## config.mk

```make
export PLATFORM = sky130hd
export DESIGN_NAME = pwr_sequencer
export DESIGN_NICKNAME = d
export VERILOG_FILES = /design/src/core/pwr_seq_pkg.sv /design/src/core/ms_tick_if.sv /design/src/core/ms_timebase.sv /design/src/core/pwr_sequencer.sv
export VERILOG_INCLUDE_DIRS = /design/src /design/src/core
export SDC_FILE = /design/constraint.sdc
export NUM_CORES = 1
export LEC_CHECK = 0
export BUFFER_PORTS_ARGS = -buffer_cell sky130_fd_sc_hd__buf_2
export CAP_MARGIN = 10
export CORE_MARGIN = 3
export CORE_UTILIZATION = 60
export CTS_CLUSTER_SIZE = 24
export DETAILED_ROUTE_END_ITERATION = 8
export GPL_TIMING_DRIVEN = 1
export PLACE_DENSITY = 0.76
export SYNTH_ARGS = -nofsm -noshare
export SYNTH_HDL_FRONTEND = slang
export SYNTH_SLANG_ARGS = --single-unit
```

## constraint.sdc

```tcl
create_clock -name mclk_i -period 2.4 [get_ports mclk_i]
set_clock_uncertainty 0.1 [all_clocks]
set_input_delay 0.12 -clock mclk_i [delete_from_list [all_inputs] [get_ports mclk_i]]
set_output_delay 0.12 -clock mclk_i [all_outputs]
set_load 0.02 [all_outputs]
```

## src/core/pwr_seq_regs.svh

```systemverilog
// Timing constants for the power on/off sequencer
`ifndef PWR_SEQ_REGS_SVH
`define PWR_SEQ_REGS_SVH
`define CLK_HZ           125000000
`define CYC_PER_MS       (`CLK_HZ / 1000)
`define T_DETECT_MS      250
`define T_MIN_LOW_MS     685
`define T_PULSE_MS       135
`define T_IRST_MS        38
`define T_READY_MS       5000
`define T_HWOFF_MS       5500
`define MS_W             13
`endif

```

## src/core/pwr_seq_pkg.sv

```systemverilog
// Types shared by the power sequencer files
package pwr_seq_pkg;
  typedef enum logic [2:0] {
    ST_WAIT_BATT,
    ST_OFF,
    ST_PRESS,
    ST_BOOT,
    ST_ON,
    ST_OFF_PROC,
    ST_OFF_WAIT
  } seq_state_t;
endpackage : pwr_seq_pkg

```

## src/core/ms_tick_if.sv

```systemverilog
// Millisecond tick carried from the timebase to the sequencer
`timescale 1ns/1ps
interface ms_tick_if;
  logic tick;
  modport src (output tick);
  modport dst (input tick);
endinterface : ms_tick_if

```

## src/core/ms_timebase.sv

```systemverilog
// Divider producing a one-cycle pulse every millisecond
`timescale 1ns/1ps
`include "pwr_seq_regs.svh"
module ms_timebase #(
  parameter int CYC_PER_MS = `CYC_PER_MS
) (
  input  wire logic mclk_i,
  input  wire logic reset_i,
  ms_tick_if.src    tb
);
  logic [31:0] cnt_q;

  always_ff @(posedge mclk_i or posedge reset_i) begin
    if (reset_i) begin
      cnt_q   <= 32'h0;
      tb.tick <= 1'b0;
    end else if (cnt_q == 32'(CYC_PER_MS - 1)) begin
      cnt_q   <= 32'h0;
      tb.tick <= 1'b1;
    end else begin
      cnt_q   <= cnt_q + 32'h1;
      tb.tick <= 1'b0;
    end
  end
endmodule : ms_timebase

```

## src/core/pwr_sequencer.sv

```systemverilog
// Power on/off sequencer for the modem module
`timescale 1ns/1ps
`include "pwr_seq_regs.svh"
// Summary of operation
// - Switch input idles high; a low level requests power-on.
// - Switch input is ignored until 250 ms after the battery supply appears.
// - Ready goes high for 135 ms at the start of the press, then low.
// - An internal reset of 38 ms is applied during power-on.
// - Ready rises 5 s after the power-on request, inside the 4 to 7 s window.
// - A software power-off command starts power-off processing.
// - Switch still low at command processing keeps the module on.
// - Switch held low 5.5 s while on issues the power-off command internally.
// - Power-off processing deregisters and drives ready low.
// - Switch-off completes only once the switch input is high.
// - Ready is low before the logic supply is removed.
module pwr_sequencer
  import pwr_seq_pkg::*;
#(
  parameter int CYC_PER_MS = `CYC_PER_MS
) (
  // Clock and reset
  input  wire logic mclk_i,
  input  wire logic reset_i,
  // Host pins
  input  wire logic pwr_switch_n_i,
  output logic      module_ready_ind_o,
  output logic      logic_supply_out_o,
  output logic      int_reset_o,
  // Command side
  input  wire logic power_off_command_i,
  input  wire logic dereg_done_i,
  output logic      dereg_req_o
);
  ms_tick_if tb ();
  ms_timebase #(.CYC_PER_MS(CYC_PER_MS)) u_tb (
    .mclk_i (mclk_i),
    .reset_i(reset_i),
    .tb     (tb)
  );

  seq_state_t      state_q;
  logic [`MS_W-1:0] ms_q;
  logic [`MS_W-1:0] low_ms_q;
  logic             cmd_pend_q;
  logic             hw_off_q;

  // Supply decode, shared by the output register and its checks
  function automatic logic is_powered(input seq_state_t s);
    return s inside {ST_PRESS, ST_BOOT, ST_ON, ST_OFF_PROC};
  endfunction : is_powered

  // Battery reset doubles as power-on reset, so the 250 ms counts from its release
  always_ff @(posedge mclk_i or posedge reset_i) begin
    if (reset_i) begin
      state_q <= ST_WAIT_BATT;
      ms_q    <= '0;
    end else begin
      unique case (state_q)
        ST_WAIT_BATT: begin
          if (tb.tick) ms_q <= ms_q + 1'b1;
          if (ms_q == `MS_W'(`T_DETECT_MS)) begin
            state_q <= ST_OFF;
            ms_q    <= '0;
          end
        end
        ST_OFF: begin
          ms_q <= '0;
          if (!pwr_switch_n_i) state_q <= ST_PRESS;
        end
        ST_PRESS: begin
          if (tb.tick) ms_q <= ms_q + 1'b1;
          if (pwr_switch_n_i) state_q <= ST_OFF;
          else if (ms_q == `MS_W'(`T_MIN_LOW_MS)) state_q <= ST_BOOT;
        end
        ST_BOOT: begin
          if (tb.tick) ms_q <= ms_q + 1'b1;
          if (ms_q == `MS_W'(`T_READY_MS)) state_q <= ST_ON;
        end
        ST_ON: begin
          ms_q <= '0;
          // A long press must not wait for release, the switch is still held low here
          if (hw_off_q) begin
            state_q <= ST_OFF_PROC;
          end else if (cmd_pend_q && pwr_switch_n_i) begin
            state_q <= ST_OFF_PROC;
          end
        end
        ST_OFF_PROC: begin
          if (dereg_done_i) state_q <= ST_OFF_WAIT;
        end
        ST_OFF_WAIT: begin
          if (pwr_switch_n_i) state_q <= ST_OFF;
        end
      endcase
    end
  end

  // Long-press detector; runs only while on and re-arms on release
  always_ff @(posedge mclk_i or posedge reset_i) begin
    if (reset_i) begin
      low_ms_q <= '0;
    end else if (state_q != ST_ON || pwr_switch_n_i) begin
      low_ms_q <= '0;
    end else if (tb.tick && low_ms_q != `MS_W'(`T_HWOFF_MS)) begin
      low_ms_q <= low_ms_q + 1'b1;
    end
  end

  // Command pending; a command with the switch still low is dropped so the module stays on
  always_ff @(posedge mclk_i or posedge reset_i) begin
    if (reset_i) begin
      cmd_pend_q <= 1'b0;
    end else if (state_q != ST_ON) begin
      cmd_pend_q <= 1'b0;
    end else if (power_off_command_i) begin
      cmd_pend_q <= 1'b1;
    end else if (cmd_pend_q && !pwr_switch_n_i) begin
      cmd_pend_q <= 1'b0;
    end
  end

  // Internally issued power-off after a long press; kept apart from the software
  // command so that the switch-low drop does not swallow it
  always_ff @(posedge mclk_i or posedge reset_i) begin
    if (reset_i) begin
      hw_off_q <= 1'b0;
    end else if (state_q != ST_ON) begin
      hw_off_q <= 1'b0;
    end else if (low_ms_q == `MS_W'(`T_HWOFF_MS - 1) && tb.tick) begin
      hw_off_q <= 1'b1;
    end
  end

  // Outputs
  always_ff @(posedge mclk_i or posedge reset_i) begin
    if (reset_i) begin
      module_ready_ind_o <= 1'b0;
      logic_supply_out_o <= 1'b0;
      int_reset_o        <= 1'b0;
      dereg_req_o        <= 1'b0;
    end else begin
      module_ready_ind_o <= (state_q == ST_PRESS && ms_q < `MS_W'(`T_PULSE_MS))
                            || state_q == ST_ON;
      logic_supply_out_o <= is_powered(state_q) || (state_q == ST_OFF_WAIT && !pwr_switch_n_i);
      int_reset_o        <= state_q == ST_BOOT && ms_q < `MS_W'(`T_MIN_LOW_MS + `T_IRST_MS);
      dereg_req_o        <= state_q == ST_OFF_PROC;
    end
  end

  a_detect_wait: assert property (@(posedge mclk_i) disable iff (reset_i)
    state_q == ST_WAIT_BATT |=> state_q inside {ST_WAIT_BATT, ST_OFF})
    else $error("switch sampled before detect delay");
  a_short_press: assert property (@(posedge mclk_i) disable iff (reset_i)
    state_q == ST_PRESS && pwr_switch_n_i |=> state_q == ST_OFF)
    else $error("short press did not return to off");
  a_boot_entry: assert property (@(posedge mclk_i) disable iff (reset_i)
    state_q == ST_PRESS ##1 state_q == ST_BOOT |-> $past(ms_q) == `MS_W'(`T_MIN_LOW_MS))
    else $error("boot entered before minimum low time");
  a_ready_pulse: assert property (@(posedge mclk_i) disable iff (reset_i)
    $rose(state_q == ST_PRESS) |=> module_ready_ind_o)
    else $error("ready pulse missing at press start");
  a_ready_on: assert property (@(posedge mclk_i) disable iff (reset_i)
    state_q == ST_ON |=> module_ready_ind_o)
    else $error("ready not high while on");
  a_cmd_low: assert property (@(posedge mclk_i) disable iff (reset_i)
    state_q == ST_ON && !pwr_switch_n_i && !hw_off_q |=> state_q != ST_OFF_PROC)
    else $error("power-off processed with switch low");
  a_ready_off: assert property (@(posedge mclk_i) disable iff (reset_i)
    state_q == ST_OFF_PROC |=> !module_ready_ind_o && dereg_req_o)
    else $error("ready high during power-off processing");
  a_off_high: assert property (@(posedge mclk_i) disable iff (reset_i)
    state_q == ST_OFF_WAIT ##1 state_q == ST_OFF |-> $past(pwr_switch_n_i))
    else $error("switch-off completed with switch low");
  a_supply_drop: assert property (@(posedge mclk_i) disable iff (reset_i)
    $fell(logic_supply_out_o) |-> !module_ready_ind_o)
    else $error("supply removed while ready high");

  a_hw_off: assert property (@(posedge mclk_i) disable iff (reset_i)
    state_q == ST_ON && hw_off_q |=> state_q == ST_OFF_PROC)
    else $error("long press did not start power-off");

  a_irst_boot: assert property (@(posedge mclk_i) disable iff (reset_i)
    int_reset_o |-> $past(state_q == ST_BOOT))
    else $error("internal reset outside boot");

  a_supply_on: assert property (@(posedge mclk_i) disable iff (reset_i)
    is_powered(state_q) |=> logic_supply_out_o)
    else $error("supply off while powered");

  a_off_hold: assert property (@(posedge mclk_i) disable iff (reset_i)
    state_q == ST_OFF_WAIT && !pwr_switch_n_i |=> logic_supply_out_o)
    else $error("supply removed with switch low");

  a_ready_boot: assert property (@(posedge mclk_i) disable iff (reset_i)
    state_q == ST_BOOT |=> !module_ready_ind_o)
    else $error("ready high during boot");
endmodule : pwr_sequencer

```

==> reports/qor.csv <==
metric;value;unit
dpl.hpwl;4551;um
portBuffers;8;
highest_layer;met4;
grt_pass1_vias;2610;
ir_worst_vdd;541.5;uV
cp.required;2.55;ns
cts_buffer_depth;2;
cap_violations;0;
netlist_area;3566;um^2
met2WireLength;3245;um
synth.area.top_cells;dfrtp_1, xnor2_1, nor2_1;
clock-sinks;68;
fp.dieArea;6904;um^2
min_period;2.036;ns
max_slew_margin;58.96;%
avgSynthCellArea;10.04;um^2
core;5642;um^2
ys_ff_latch;68;
clk_latency;0.35;ns
outcome;finished, final reports clean;
wl_met3;289;um
crit_path_end_kind;flop;
hold_viol_final;0;
nNetsFinal;384;
synth.distinct_cells;57;
worstPathArrival;2.19;ns
wire_per_inst;14.96;um
clock.fmax;491.0;MHz
grt_setup_unrepaired;false;
synth.top_cells.by_count;dfrtp_1, xnor2_1, nor2_1, nand2_1, nand3_1;
max_stage_delay;0.41;ns
fillers;416;
clk_pin_slew_worst_paths;0.07;ns
slowest_stage;dfrtp_1;
drtAntennaViolNets;0;
gr-total-overflow;0;
gp_congestion;0.7995;
die_w;83.09;um
cts_setup_buffers;0;
yosysWarnings;0;
diodes;0;
antenna_found_initial;0;
path_cells;ha_1 -> nand3_1 -> nand2b_4 -> or3_4 -> or3_1 -> o21ai_0;
start_kind;flop;
via_count;2608;
tns;0;ns
finalSetupViolCount;0;
grt_pass1_wl;11990;um
p_leak;1.652;nW
cts_buffers;9;
synth-async-reset-ratio;100.0;%
hold_path.class;input port to flop;
yosysSeqAreaShare;47.72;%
syn2layout_area_growth;10.25;%
initial_core_util;63.21;%
grt_max_degree;69;
synth_enable_flop_cells;0;
synth.most_common_cell;dfrtp_1;
num_io_pins;9;
drive_gt1_share;15.92;%
wl;6716;um
synth_flop_cell;dfrtp_1;
syn_inst;355;
powerDensity;691.5;nW/um^2
crit_path_max_fanout;4;
yosys.area.top_type;dfrtp_1;
ctsHoldBuffers;2;
cts_tree;done;
die_h;83.09;um
drt_pre_antenna_iters;4;
p_total;2.718;mW
track_usage;21.46;%
met1_length;3081;um
syn_nets;367;
drt_iter0_markers;114;
ctsHtreeMaxLevel;3;
timing.final.crit_share;84.85;%
rows;27;
root_buffer;clkbuf_8;
drv_slew;0;
post_cts_resized;0;
synth_top_area_share;47.72;%
tightest_slew;0.6136;ns
viasPerCell;5.808;
critPathKind;flop to flop;
remaining_drc_errors;0;
ff2ff_setup_slack;0.36;ns
[registers in the layout (all words and copies together) (netlist names)]
signal / cells
cmd_pend_q: 1
dereg_req_o: 1
hw_off_q: 1
int_reset_o: 1
logic_supply_out_o: 1
low_ms_q: 13
module_ready_ind_o: 1
ms_q: 13
state_q: 3
u_tb.cnt_q: 32
u_tb.tb.tick: 1
[final timing paths]
| check | startpoint | end | cells after the start |
|---|---|---|---|
| worst max register to register | u_tb.cnt_q[0] | u_tb.cnt_q[16] | 6 |
| worst min register to register | u_tb.cnt_q[31] | u_tb.cnt_q[31] | 1 |
| max in group asynchronous | reset_i | int_reset_o | 4 |
| worst min-delay path | pwr_switch_n_i | cmd_pend_q | 3 |
| worst max-delay path | u_tb.cnt_q[0] | u_tb.cnt_q[16] | 6 |
| min in group asynchronous | reset_i | u_tb.cnt_q[24] | 4 |
[report_power, final]
part           leakage (nW)  internal (mW)  total (mW)  switching (mW)
clock                0.0983          0.506       0.950           0.444
combinational         0.626          0.208       0.490           0.282
sequential            0.928           1.20        1.28          0.0817
total                  1.65           1.91        2.72           0.808
[area by class of cell]
type,instances,area (um^2),area share [%]
clock buffers,10,137.6,3.501
clock inverters,6,63.81,1.623
inverters,15,56.30,1.432
multi-input cells,263,1772,45.07
flip-flops and latches,68,1702,43.28
well taps,72,90.09,2.292
repair buffers,15,110.1,2.801
[critical path, delay by kind of cell (launching register included)]
| kind | cells | cell delay (ns) |
|---|---|---|
| simple gates | 4 | 1.08 |
| fa+ha+maj | 1 | 0.25 |
| compound gates | 1 | 0.10 |
| flops | 1 | 0.41 |
[cell usage in the layout, fill, tap and decap left out, drive strengths merged, types with 2 or more instances in the layout]
master	instances
ha	7
inv	15
and2	5
or3	7
buf	13
nand3	28
a211oi	2
a31oi	3
nand4	10
xor2	5
dfrtp	68
nand2b	2
nor3b	2
and4	4
nor2	43
xnor2	43
clkinv	3
and3	8
dlygate4sd3	2
a21oi	10
or4	2
nor2b	4
nor3	15
clkbuf	10
o41ai	2
clkinvlp	2
o21ai	9
nand2	27
nor4	11
[metrics by stage]
step	cell area, um^2	instances	hold slack (ns)	utilization, %	worst slack [ns]
global route	3931	449	0.06299	69.68	0.2804
CTS	3931	449	0.02863	69.68	0.3820
detailed placement	3710	431	0.1256	65.76	0.4109
global placement	3710	431	0.1187	65.76	0.4571
finish	3931	449	0.03208	69.68	0.3635
floorplan	3566	355	0.2000	-	0.4685
[routing by layer]
| metal | GRT usage (%) | vias up |
|---|---|---|
| li1 | - | 1277 |
| met1 | 28.11 | 1266 |
| met2 | 33.53 | 55 |
| met3 | 6.349 | 10 |
| met4 | 8.618 | 0 |
| met5 | 0 | - |
[kinds of logic (layout without fill, tap and decap cells)]
| kind of cell | after synthesis | after routing | share of synthesized area (%) |
|---|---|---|---|
| XOR/XNOR | 48 | 48 | 11.79 |
| multiplexers | 2 | 2 | 0.5965 |
| AND/OR/NAND/NOR | 172 | 172 | 27.72 |
| buffers and inverters | 24 | 46 | 2.597 |
| AO/OA/AOI/OAI | 34 | 34 | 7.123 |
| flip-flops | 68 | 68 | 47.72 |
| adder cells (fa/ha/maj) | 7 | 7 | 2.456 |
No activity file was read; power rests on OpenSTA's default activity.
